<file path="config.mk">
export PLATFORM = sky130hd
export DESIGN_NAME = tope_timer
export DESIGN_NICKNAME = d
export VERILOG_FILES = /design/src/design/tope_pkg.sv /design/src/design/tope_timer.sv /design/src/design/tope_input_cond.sv
export VERILOG_INCLUDE_DIRS = /design/src /design/src/design
export SDC_FILE = /design/constraint.sdc
export NUM_CORES = 1
export LEC_CHECK = 0
export ABC_AREA = 1
export BUFFER_PORTS_ARGS = -buffer_cell sky130_fd_sc_hd__buf_2
export CORE_UTILIZATION = 55
export DETAILED_ROUTE_END_ITERATION = 10
export GPL_TIMING_DRIVEN = 0
export HOLD_SLACK_MARGIN = 0.06
export PLACE_DENSITY_LB_ADDON = 0.2
export SETUP_SLACK_MARGIN = 0.3
export SLEW_MARGIN = 20
export SYNTH_ARGS = -nofsm -noshare
export SYNTH_HDL_FRONTEND = slang
export SYNTH_HIERARCHICAL = 1
export SYNTH_SLANG_ARGS = --single-unit
</file>
<file path="constraint.sdc">
create_clock -name core_clk -period 6.6 [get_ports core_clk]
set_clock_uncertainty 0.15 [all_clocks]
set_input_delay 1.32 -clock core_clk [delete_from_list [all_inputs] [get_ports core_clk]]
set_output_delay 1.32 -clock core_clk [all_outputs]
set_load 0.005 [all_outputs]
</file>
<file path="src/design/tope_params.svh">
// Register offsets, field positions, encodings and reset values of the pulse/encoder timer
`ifndef TOPE_PARAMS_SVH
`define TOPE_PARAMS_SVH

`define TOPE_OFS_CTRL 12'h000
`define TOPE_OFS_SMODE 12'h008
`define TOPE_OFS_EVGEN 12'h014
`define TOPE_OFS_CHMODE 12'h018
`define TOPE_OFS_CAPEN 12'h020
`define TOPE_OFS_COUNT 12'h024
`define TOPE_OFS_PRESC 12'h028
`define TOPE_OFS_RELOAD 12'h02C
`define TOPE_OFS_CMP1 12'h034

`define TOPE_CTRL_RUN 0
`define TOPE_CTRL_SINGLE 3
`define TOPE_CTRL_DOWN 4
`define TOPE_CTRL_PERPRE 7
`define TOPE_SMODE_SMS 2:0
`define TOPE_SMODE_TS 6:4
`define TOPE_EVGEN_UPD 0
`define TOPE_CH_SEL1 1:0
`define TOPE_CH_FAST 2
`define TOPE_CH_CPRE 3
`define TOPE_CH_OCM 6:4
`define TOPE_CH_SEL2 9:8
`define TOPE_CH_FLTA 19:16
`define TOPE_CH_FLTB 23:20
`define TOPE_CAP_POLA 1
`define TOPE_CAP_POLB 5

`define TOPE_SMS_ENC_B 3'h1
`define TOPE_SMS_ENC_A 3'h2
`define TOPE_SMS_ENC_AB 3'h3
`define TOPE_SMS_TRIG 3'h6
`define TOPE_TS_INA 3'h5
`define TOPE_TS_INB 3'h6
`define TOPE_SEL_DIRECT 2'h1

`define TOPE_OCM_FROZEN 3'h0
`define TOPE_OCM_ACTIVE 3'h1
`define TOPE_OCM_INACTIVE 3'h2
`define TOPE_OCM_TOGGLE 3'h3
`define TOPE_OCM_FORCE_LO 3'h4
`define TOPE_OCM_FORCE_HI 3'h5
`define TOPE_OCM_PWM1 3'h6
`define TOPE_OCM_PWM2 3'h7

`define TOPE_RST_WORD 32'h0000_0000
`define TOPE_RST_RELOAD 32'h0000_FFFF

`endif

</file>
<file path="src/design/tope_pkg.sv">
// Types shared by the pulse/encoder timer modules
package tope_pkg;
  typedef enum logic [0:0] {
    TOPE_AP_IDLE,
    TOPE_AP_RESP
  } tope_apb_st_t;
  typedef logic [31:0] tope_word_t;
endpackage

</file>
<file path="src/design/tope_timer.sv">
// Timer core with one-pulse output generation and quadrature encoder counting
//
// Added by the designer: the APB register port and the register addresses.
`timescale 1ns/1ps
`include "tope_params.svh"
module tope_timer
  import tope_pkg::*;
#(
  parameter int CW = 16,
  parameter int PW = 16
) (
  input wire logic core_clk,
  input wire logic rst,
  input wire logic psel,
  input wire logic penable,
  input wire logic pwrite,
  input wire logic [11:0] paddr,
  input wire logic [31:0] pwdata,
  output logic [31:0] prdata,
  output logic pready,
  output logic pslverr,
  input wire logic encoder_input_a,
  input wire logic encoder_input_b,
  output logic output_reference,
  output logic [CW-1:0] counter_value,
  output logic count_down_flag
);
  if (CW < 2 || CW > 32 || PW < 1 || PW > 32) begin : g_bad_width
    $error("tope_timer: CW or PW out of range");
  end

  // Bus and register state
  tope_apb_st_t ap_st_q;
  logic [31:0] prdata_q;
  logic err_q;
  logic run_q, single_q, down_q, perpre_q;
  logic [2:0] sms_q, ts_q, ocm_q;
  logic [1:0] sel1_q, sel2_q;
  logic fast_q, cpre_q, pola_q, polb_q;
  logic [3:0] flta_q, fltb_q;
  logic [CW-1:0] cnt_q, arr_q, arr_sh_q, ccr_q, ccr_sh_q;
  logic [PW-1:0] psc_q, psc_sh_q, psc_cnt_q;
  logic ref_q, fast_hold_q, match_q;

  // Conditioned encoder inputs
  logic a_lvl, a_rise, a_fall, b_lvl, b_rise, b_fall;

  tope_input_cond #(.FW(4)) u_cond_a (
    .core_clk(core_clk),
    .rst(rst),
    .raw_in(encoder_input_a),
    .invert(pola_q),
    .filter_len(flta_q),
    .level_q(a_lvl),
    .rise_q(a_rise),
    .fall_q(a_fall)
  );

  tope_input_cond #(.FW(4)) u_cond_b (
    .core_clk(core_clk),
    .rst(rst),
    .raw_in(encoder_input_b),
    .invert(polb_q),
    .filter_len(fltb_q),
    .level_q(b_lvl),
    .rise_q(b_rise),
    .fall_q(b_fall)
  );

  // Word-aligned decode of the mapped offsets
  function automatic logic addr_hit(input logic [11:0] a);
    case (a)
      `TOPE_OFS_CTRL, `TOPE_OFS_SMODE, `TOPE_OFS_EVGEN, `TOPE_OFS_CHMODE, `TOPE_OFS_CAPEN,
      `TOPE_OFS_COUNT, `TOPE_OFS_PRESC, `TOPE_OFS_RELOAD, `TOPE_OFS_CMP1: addr_hit = 1'b1;
      default: addr_hit = 1'b0;
    endcase
  endfunction

  function automatic logic pwm_mode(input logic [2:0] m);
    pwm_mode = (m == `TOPE_OCM_PWM1) || (m == `TOPE_OCM_PWM2);
  endfunction

  logic acc, wr_en;
  logic wr_ctrl, wr_smode, wr_evgen, wr_chmode, wr_capen, wr_count, wr_presc, wr_reload, wr_cmp1;
  logic force_upd;

  assign acc = psel && penable;
  assign pready = (ap_st_q == TOPE_AP_RESP);
  assign pslverr = pready && err_q;
  assign prdata = prdata_q;
  assign wr_en = acc && pready && pwrite && !err_q;
  assign wr_ctrl = wr_en && (paddr == `TOPE_OFS_CTRL);
  assign wr_smode = wr_en && (paddr == `TOPE_OFS_SMODE);
  assign wr_evgen = wr_en && (paddr == `TOPE_OFS_EVGEN);
  assign wr_chmode = wr_en && (paddr == `TOPE_OFS_CHMODE);
  assign wr_capen = wr_en && (paddr == `TOPE_OFS_CAPEN);
  assign wr_count = wr_en && (paddr == `TOPE_OFS_COUNT);
  assign wr_presc = wr_en && (paddr == `TOPE_OFS_PRESC);
  assign wr_reload = wr_en && (paddr == `TOPE_OFS_RELOAD);
  assign wr_cmp1 = wr_en && (paddr == `TOPE_OFS_CMP1);
  assign force_upd = wr_evgen && pwdata[`TOPE_EVGEN_UPD];

  // One wait state so read data can come from a flop
  always_ff @(posedge core_clk) begin
    if (rst) begin
      ap_st_q <= TOPE_AP_IDLE;
      err_q <= 1'b0;
    end else begin
      case (ap_st_q)
        TOPE_AP_IDLE: begin
          if (acc) begin
            ap_st_q <= TOPE_AP_RESP;
            err_q <= !addr_hit(paddr);
          end
        end
        TOPE_AP_RESP: ap_st_q <= TOPE_AP_IDLE;
        default: ap_st_q <= TOPE_AP_IDLE;
      endcase
    end
  end

  // Read mux captured in the first access cycle; unmapped reads return zero
  always_ff @(posedge core_clk) begin
    if (rst) begin
      prdata_q <= `TOPE_RST_WORD;
    end else if (acc && ap_st_q == TOPE_AP_IDLE) begin
      prdata_q <= `TOPE_RST_WORD;
      case (paddr)
        `TOPE_OFS_CTRL: begin
          prdata_q[`TOPE_CTRL_RUN] <= run_q;
          prdata_q[`TOPE_CTRL_SINGLE] <= single_q;
          prdata_q[`TOPE_CTRL_DOWN] <= down_q;
          prdata_q[`TOPE_CTRL_PERPRE] <= perpre_q;
        end
        `TOPE_OFS_SMODE: begin
          prdata_q[`TOPE_SMODE_SMS] <= sms_q;
          prdata_q[`TOPE_SMODE_TS] <= ts_q;
        end
        `TOPE_OFS_CHMODE: begin
          prdata_q[`TOPE_CH_SEL1] <= sel1_q;
          prdata_q[`TOPE_CH_FAST] <= fast_q;
          prdata_q[`TOPE_CH_CPRE] <= cpre_q;
          prdata_q[`TOPE_CH_OCM] <= ocm_q;
          prdata_q[`TOPE_CH_SEL2] <= sel2_q;
          prdata_q[`TOPE_CH_FLTA] <= flta_q;
          prdata_q[`TOPE_CH_FLTB] <= fltb_q;
        end
        `TOPE_OFS_CAPEN: begin
          prdata_q[`TOPE_CAP_POLA] <= pola_q;
          prdata_q[`TOPE_CAP_POLB] <= polb_q;
        end
        `TOPE_OFS_COUNT: prdata_q[CW-1:0] <= cnt_q;
        `TOPE_OFS_PRESC: prdata_q[PW-1:0] <= psc_q;
        `TOPE_OFS_RELOAD: prdata_q[CW-1:0] <= arr_q;
        `TOPE_OFS_CMP1: prdata_q[CW-1:0] <= ccr_q;
        default: prdata_q <= `TOPE_RST_WORD;
      endcase
    end
  end

  // Mode and configuration fields
  always_ff @(posedge core_clk) begin
    if (rst) begin
      single_q <= 1'b0;
      perpre_q <= 1'b0;
      sms_q <= 3'h0;
      ts_q <= 3'h0;
      sel1_q <= 2'h0;
      sel2_q <= 2'h0;
      fast_q <= 1'b0;
      cpre_q <= 1'b0;
      ocm_q <= `TOPE_OCM_FROZEN;
      flta_q <= 4'h0;
      fltb_q <= 4'h0;
      pola_q <= 1'b0;
      polb_q <= 1'b0;
      psc_q <= '0;
      arr_q <= CW'(`TOPE_RST_RELOAD);
      ccr_q <= '0;
    end else begin
      if (wr_ctrl) begin
        single_q <= pwdata[`TOPE_CTRL_SINGLE];
        perpre_q <= pwdata[`TOPE_CTRL_PERPRE];
      end
      if (wr_smode) begin
        sms_q <= pwdata[`TOPE_SMODE_SMS];
        ts_q <= pwdata[`TOPE_SMODE_TS];
      end
      if (wr_chmode) begin
        sel1_q <= pwdata[`TOPE_CH_SEL1];
        fast_q <= pwdata[`TOPE_CH_FAST];
        cpre_q <= pwdata[`TOPE_CH_CPRE];
        ocm_q <= pwdata[`TOPE_CH_OCM];
        sel2_q <= pwdata[`TOPE_CH_SEL2];
        flta_q <= pwdata[`TOPE_CH_FLTA];
        fltb_q <= pwdata[`TOPE_CH_FLTB];
      end
      if (wr_capen) begin
        pola_q <= pwdata[`TOPE_CAP_POLA];
        polb_q <= pwdata[`TOPE_CAP_POLB];
      end
      if (wr_presc) psc_q <= pwdata[PW-1:0];
      if (wr_reload) arr_q <= pwdata[CW-1:0];
      if (wr_cmp1) ccr_q <= pwdata[CW-1:0];
    end
  end

  // Trigger and encoder event decode
  logic enc_mode, trig, a_edge, b_edge, enc_valid, enc_down, enc_count;
  assign enc_mode = (sms_q == `TOPE_SMS_ENC_B) || (sms_q == `TOPE_SMS_ENC_A) || (sms_q == `TOPE_SMS_ENC_AB);
  assign trig = (sms_q == `TOPE_SMS_TRIG) &&
                (((ts_q == `TOPE_TS_INB) && (sel2_q == `TOPE_SEL_DIRECT) && b_rise) ||
                 ((ts_q == `TOPE_TS_INA) && (sel1_q == `TOPE_SEL_DIRECT) && a_rise));
  assign a_edge = a_rise || a_fall;
  assign b_edge = b_rise || b_fall;
  assign enc_valid = a_edge ^ b_edge;
  // Direction from the opposite input's level at the edge
  assign enc_down = a_edge ? (a_rise ? b_lvl : !b_lvl) : (b_rise ? !a_lvl : a_lvl);
  assign enc_count = enc_mode && run_q && enc_valid &&
                     ((a_edge && sms_q != `TOPE_SMS_ENC_B) || (b_edge && sms_q != `TOPE_SMS_ENC_A));

  // Prescaler: internal clock normally, encoder events in encoder mode
  logic src_evt, psc_tick, step, step_down, wrap, update_event, opm_stop;
  assign src_evt = enc_mode ? enc_count : run_q;
  assign psc_tick = (psc_cnt_q == psc_sh_q);
  assign step = src_evt && psc_tick;
  assign step_down = enc_mode ? enc_down : down_q;
  assign wrap = step && (step_down ? (cnt_q == '0) : (cnt_q >= arr_sh_q));
  assign update_event = wrap || force_upd;
  assign opm_stop = wrap && single_q && !enc_mode;

  always_ff @(posedge core_clk) begin
    if (rst || force_upd) begin
      psc_cnt_q <= '0;
    end else if (src_evt) begin
      psc_cnt_q <= psc_tick ? '0 : psc_cnt_q + 1'b1;
    end
  end

  // Shadow loads at update; direct load when preload is off
  always_ff @(posedge core_clk) begin
    if (rst) begin
      arr_sh_q <= CW'(`TOPE_RST_RELOAD);
      ccr_sh_q <= '0;
      psc_sh_q <= '0;
    end else begin
      if (update_event || !perpre_q) arr_sh_q <= arr_q;
      if (update_event || !cpre_q) ccr_sh_q <= ccr_q;
      if (update_event) psc_sh_q <= psc_q;
    end
  end

  // Counter: wraps 0..reload either way software write wins over stepping
  always_ff @(posedge core_clk) begin
    if (rst) begin
      cnt_q <= '0;
    end else if (wr_count) begin
      cnt_q <= pwdata[CW-1:0];
    end else if (force_upd) begin
      cnt_q <= down_q ? arr_q : '0;
    end else if (wrap) begin
      cnt_q <= step_down ? arr_sh_q : '0;
    end else if (step) begin
      cnt_q <= step_down ? cnt_q - 1'b1 : cnt_q + 1'b1;
    end
  end

  // Run flag: trigger set beats software clear and single-shot stop
  always_ff @(posedge core_clk) begin
    if (rst) begin
      run_q <= 1'b0;
    end else if (trig) begin
      run_q <= 1'b1;
    end else if (wr_ctrl) begin
      run_q <= pwdata[`TOPE_CTRL_RUN];
    end else if (opm_stop) begin
      run_q <= 1'b0;
    end
  end

  // Direction flag: hardware encoder transitions win over software writes
  always_ff @(posedge core_clk) begin
    if (rst) begin
      down_q <= 1'b0;
    end else if (enc_mode && enc_valid) begin
      down_q <= enc_down;
    end else if (wr_ctrl) begin
      down_q <= pwdata[`TOPE_CTRL_DOWN];
    end
  end

  // Output reference; fast path forces match level until compare catches up
  logic below, match, at_top, fast_hit;
  assign below = cnt_q < ccr_sh_q;
  assign match = (cnt_q == ccr_sh_q);
  assign at_top = (cnt_q == arr_sh_q); // Pulse ends as the count reaches reload
  assign fast_hit = trig && fast_q && pwm_mode(ocm_q);

  always_ff @(posedge core_clk) begin
    if (rst) begin
      match_q <= 1'b0;
      fast_hold_q <= 1'b0;
    end else begin
      match_q <= match;
      if (fast_hit) fast_hold_q <= 1'b1;
      else if (!below || update_event || !pwm_mode(ocm_q)) fast_hold_q <= 1'b0;
    end
  end

  // Delay is compare ticks; width is reload minus compare in PWM mode 2, one tick more in PWM mode 1
  always_ff @(posedge core_clk) begin
    if (rst) begin
      ref_q <= 1'b0;
    end else begin
      case (ocm_q)
        `TOPE_OCM_FROZEN: ref_q <= ref_q;
        `TOPE_OCM_ACTIVE: if (match) ref_q <= 1'b1;
        `TOPE_OCM_INACTIVE: if (match) ref_q <= 1'b0;
        `TOPE_OCM_TOGGLE: if (match && !match_q) ref_q <= !ref_q;
        `TOPE_OCM_FORCE_LO: ref_q <= 1'b0;
        `TOPE_OCM_FORCE_HI: ref_q <= 1'b1;
        `TOPE_OCM_PWM1: ref_q <= (fast_hit || fast_hold_q) ? 1'b0 : below;
        `TOPE_OCM_PWM2: ref_q <= (fast_hit || fast_hold_q) ? 1'b1 : (!below && !at_top);
        default: ref_q <= 1'b0;
      endcase
    end
  end

  assign output_reference = ref_q;
  assign counter_value = cnt_q;
  assign count_down_flag = down_q;
endmodule

</file>
<file path="src/design/tope_input_cond.sv">
// Input conditioner: polarity, digital filter and edge pulses for one timer input
`timescale 1ns/1ps
module tope_input_cond
  import tope_pkg::*;
#(
  parameter int FW = 4
) (
  input wire logic core_clk,
  input wire logic rst,
  input wire logic raw_in,
  input wire logic invert,
  input wire logic [FW-1:0] filter_len,
  output logic level_q,
  output logic rise_q,
  output logic fall_q
);
  if (FW < 1 || FW > 8) begin : g_bad_fw
    $error("tope_input_cond: FW out of range");
  end

  logic pol_in;
  logic [FW-1:0] stable_q;

  // Inversion before filtering so edges are judged on the chosen sense
  assign pol_in = raw_in ^ invert;

  // Filter: a new level is taken only after filter_len+1 agreeing samples
  always_ff @(posedge core_clk) begin
    if (rst) begin
      stable_q <= '0;
      level_q <= 1'b0;
    end else if (pol_in == level_q) begin
      stable_q <= '0;
    end else if (stable_q >= filter_len) begin
      stable_q <= '0;
      level_q <= pol_in;
    end else begin
      stable_q <= stable_q + 1'b1;
    end
  end

  // Edge pulses aligned with the level change
  always_ff @(posedge core_clk) begin
    if (rst) begin
      rise_q <= 1'b0;
      fall_q <= 1'b0;
    end else begin
      rise_q <= (pol_in != level_q) && (stable_q >= filter_len) && pol_in;
      fall_q <= (pol_in != level_q) && (stable_q >= filter_len) && !pol_in;
    end
  end
endmodule

</file>
==> impl_metrics.py <==
metrics = {
    "final_layout": {
        "fin_util": 0.6371,
        "final_common_cell": "nand2_1",
        "synthToLayoutAreaGrowth_pct": 12.87,
        "fillers": 1872,
        "stdcell_area_um2": 12440,
        "final_cells": 1997,
        "nets": 1830,
        "final_cell_mix": "313 x nand2_1, 248 x inv_1, 200 x dfxtp_1, 194 x a21oi_1, 130 x o21ai_0",
        "antenna_cells": 0,
        "drive_above_1_share": 0.1057,
    },
    "sta": {
        "worst_pin_slew_ns": 1.126,
        "slew_headroom": 0.2425,
        "period_needed_ns": 3.462,
        "finalSetupViolations": 0,
        "fin_crit_sh": 0.5245,
        "setup_tns_ns": 0,
        "rsz0062_at_grt": "no",
        "fmax_ghz": 0.2889,
        "hold_viol_final": 0,
        "drv_slew": 0,
    },
    "detailed_routing": {
        "routedWlPerCell_um": 17.71,
        "vias": 11370,
        "top_layer": "met4",
        "ant_nets": 0,
        "drt-met1-wl_mm": 14.81,
        "viasPerCell": 5.692,
        "dr_wl_met2_mm": 15.43,
        "drcViolationCount": 0,
        "wl_met3_mm": 3.795,
        "firstDrtPassIters": 5,
        "drt_wl_total_mm": 35.37,
        "drt_first_iter_violations": 1227,
    },
    "setup_path": {
        "cp.arrival_ns": 3.68,
        "max_stage_delay_ns": 0.64,
        "path_cells": "buf_2 -> nor2_1 -> nand3_1 -> nor2_1 -> nand4_1 -> nor2_1 -> a21oi_1 -> nand2_1 -> nand2_1 -> a21oi_1",
        "path_max_fanout": 7,
        "ff2ff_setup_slack_ns": 3.30,
        "crit_type": "input pin to flip-flop",
        "critPathSlowestCell": "nor2_1",
        "crit_path_start_kind": "input pin",
        "crit_required_ns": 6.82,
        "crit_family": "simple AND/OR/NAND/NOR gates",
        "cpMostUsedCell": "nor2_1",
        "end_kind": "flip-flop",
        "critPathBufInv": 1,
    },
    "placement": {
        "place_congestion": 1.033,
        "post_dp_cell_area_um2": 11830,
        "dp.cells": 1965,
        "numPortBuffers": 86,
        "post-dp-hpwl_mm": 27.54,
    },
    "synthesis": {
        "yosys_warnings": 6,
        "netlist.area_leader.share": 0.3633,
        "synth_cell_types": 50,
        "synthFlopType": "dfxtp_1",
        "yosys-top-cells-area": "dfxtp_1 36%, nand2_1 11%, a21oi_1 8.8%",
        "async_flop_share": 0,
        "synth_edf_count": 0,
        "ys_seq_area_frac": 0.3633,
        "syn-instance-count": 1606,
        "syn_area_um2": 11020,
        "syn_avg_cell_area_um2": 6.862,
        "ys_seq_elements": 200,
        "synth_largest_area_cell": "dfxtp_1",
    },
    "clocking": {
        "clk_pin_slew_ns": 0.08,
        "clockBufferDepth": 2,
        "cts.sinks": 200,
        "holdBufCountCts": 0,
        "cts_tree": "yes",
        "cts_resized": 0,
        "insertion_delay_ns": 0.45,
        "cts_made_buffers": 17,
        "htree_levels": 4,
        "clock_tree.root_cell": "clkbuf_16",
        "post_cts_buffers": 0,
    },
    "global_routing": {
        "grt_pass1_vias": 10250,
        "track_usage": 0.3484,
        "antenna_found_initial": 0,
        "grt_overflow_total": 0,
        "grt_pass1_wl_mm": 53.88,
        "grt_max_degree": 19,
    },
    "floorplan": {
        "rows": 51,
        "die_w_um": 143.6,
        "die_y_um": 143.6,
        "io_pins": 103,
        "core_um2": 19530,
        "die-area_um2": 20610,
        "initial_utilization": 0.5644,
    },
    "run": {
        "max-cap-violations": 0,
    },
    "status": {
        "status": "finished clean",
    },
    "power": {
        "totalPowerFinal_mw": 2.411,
        "power_density_nw_per_um2": 193.8,
        "p_leak_nw": 5.735,
        "peakVddDrop_mv": 0.1357,
    },
    "worst_hold_path": {
        "hp-class": "flip-flop to flip-flop",
    },
}
-- layout make-up --
cell class | count | area, µm² | share of cell area
inverter | 257 | 967.2 | 0.07775
buffer | 64 | 312.8 | 0.02515
timing repair buffer | 87 | 445.4 | 0.03581
clock inverter | 13 | 158.9 | 0.01277
sequential | 200 | 4004 | 0.3219
multi-input combinational | 1092 | 5767 | 0.4636
clock buffer | 19 | 452.9 | 0.03641
tap | 265 | 331.6 | 0.02665
-- cells in the mapped netlist (all sizes together), types with 3 or more instances --
cell and count:
nand2 323, inv 256, dfxtp 200, a21oi 198
o21ai 161, nor2 111, nand3 86, ha 59
clkbuf 40, o22ai 32, nand4 27, buf 24
nor3 20, o211ai 17, xor2 11, a211oi 5
nor4 5, xnor2 5, o21a 4, a31oi 3
and3 3
-- cells by family after synthesis --
| group | Yosys count | synth area share |
|---|---|---|
| AND/OR/NAND/NOR | 580 | 0.2306 |
| AO/OA/AOI/OAI | 428 | 0.2081 |
| buffers and inverters | 321 | 0.1161 |
| flip-flops | 200 | 0.3633 |
| adder cells (fa/ha/maj) | 60 | 0.06880 |
| XOR/XNOR | 16 | 0.01272 |
| other | 1 | 0.0003403 |
-- state kept, by name, indices dropped and copies added (netlist names), 2 cells and up --
name and count:
arr_q 16, psc_cnt_q 16, counter_value 16, u_cond_b/stable_q 4, fltb_q 4, u_cond_a/stable_q 4, ccr_sh_q 16, ccr_q 16
flta_q 4, ts_q 3, ocm_q 3, sms_q 3, arr_sh_q 16, sel2_q 2, psc_sh_q 16, psc_q 16
sel1_q 2, prdata 24
-- metrics by stage --
stage | setup slack, ns | hold WS, ns
5_1_grt | 3.054 | 0.3419
3_5_place_dp | 2.828 | 0.2980
3_3_place_gp | 2.797 | 0.2940
2_1_floorplan | 3.648 | 0.2796
6_report | 3.138 | 0.3125
4_1_cts | 3.274 | 0.3155
-- worst paths after layout --
path / start / to / depth (start not counted)
setup / recovery: paddr[1] / counter_value[12] / 10
hold / removal: u_cond_a/stable_q[0] / u_cond_a/stable_q[0] / 1
setup reg to reg: sms_q[1] / counter_value[10] / 14
hold reg to reg: u_cond_a/stable_q[0] / u_cond_a/stable_q[0] / 1
-- metal layers --
layer | vias to the layer above | GRT usage
met5 | - | 0
met4 | 0 | 0.1394
met1 | 5211 | 0.4678
li1 | 5511 | -
met2 | 543 | 0.5457
met3 | 102 | 0.07098
-- power breakdown --
group	internal, mW	switching, mW
combinational	0.0315	0.0781
clock	0.590	0.498
sequential	1.21	0.00373
No activity file was read; power rests on OpenSTA's default activity.
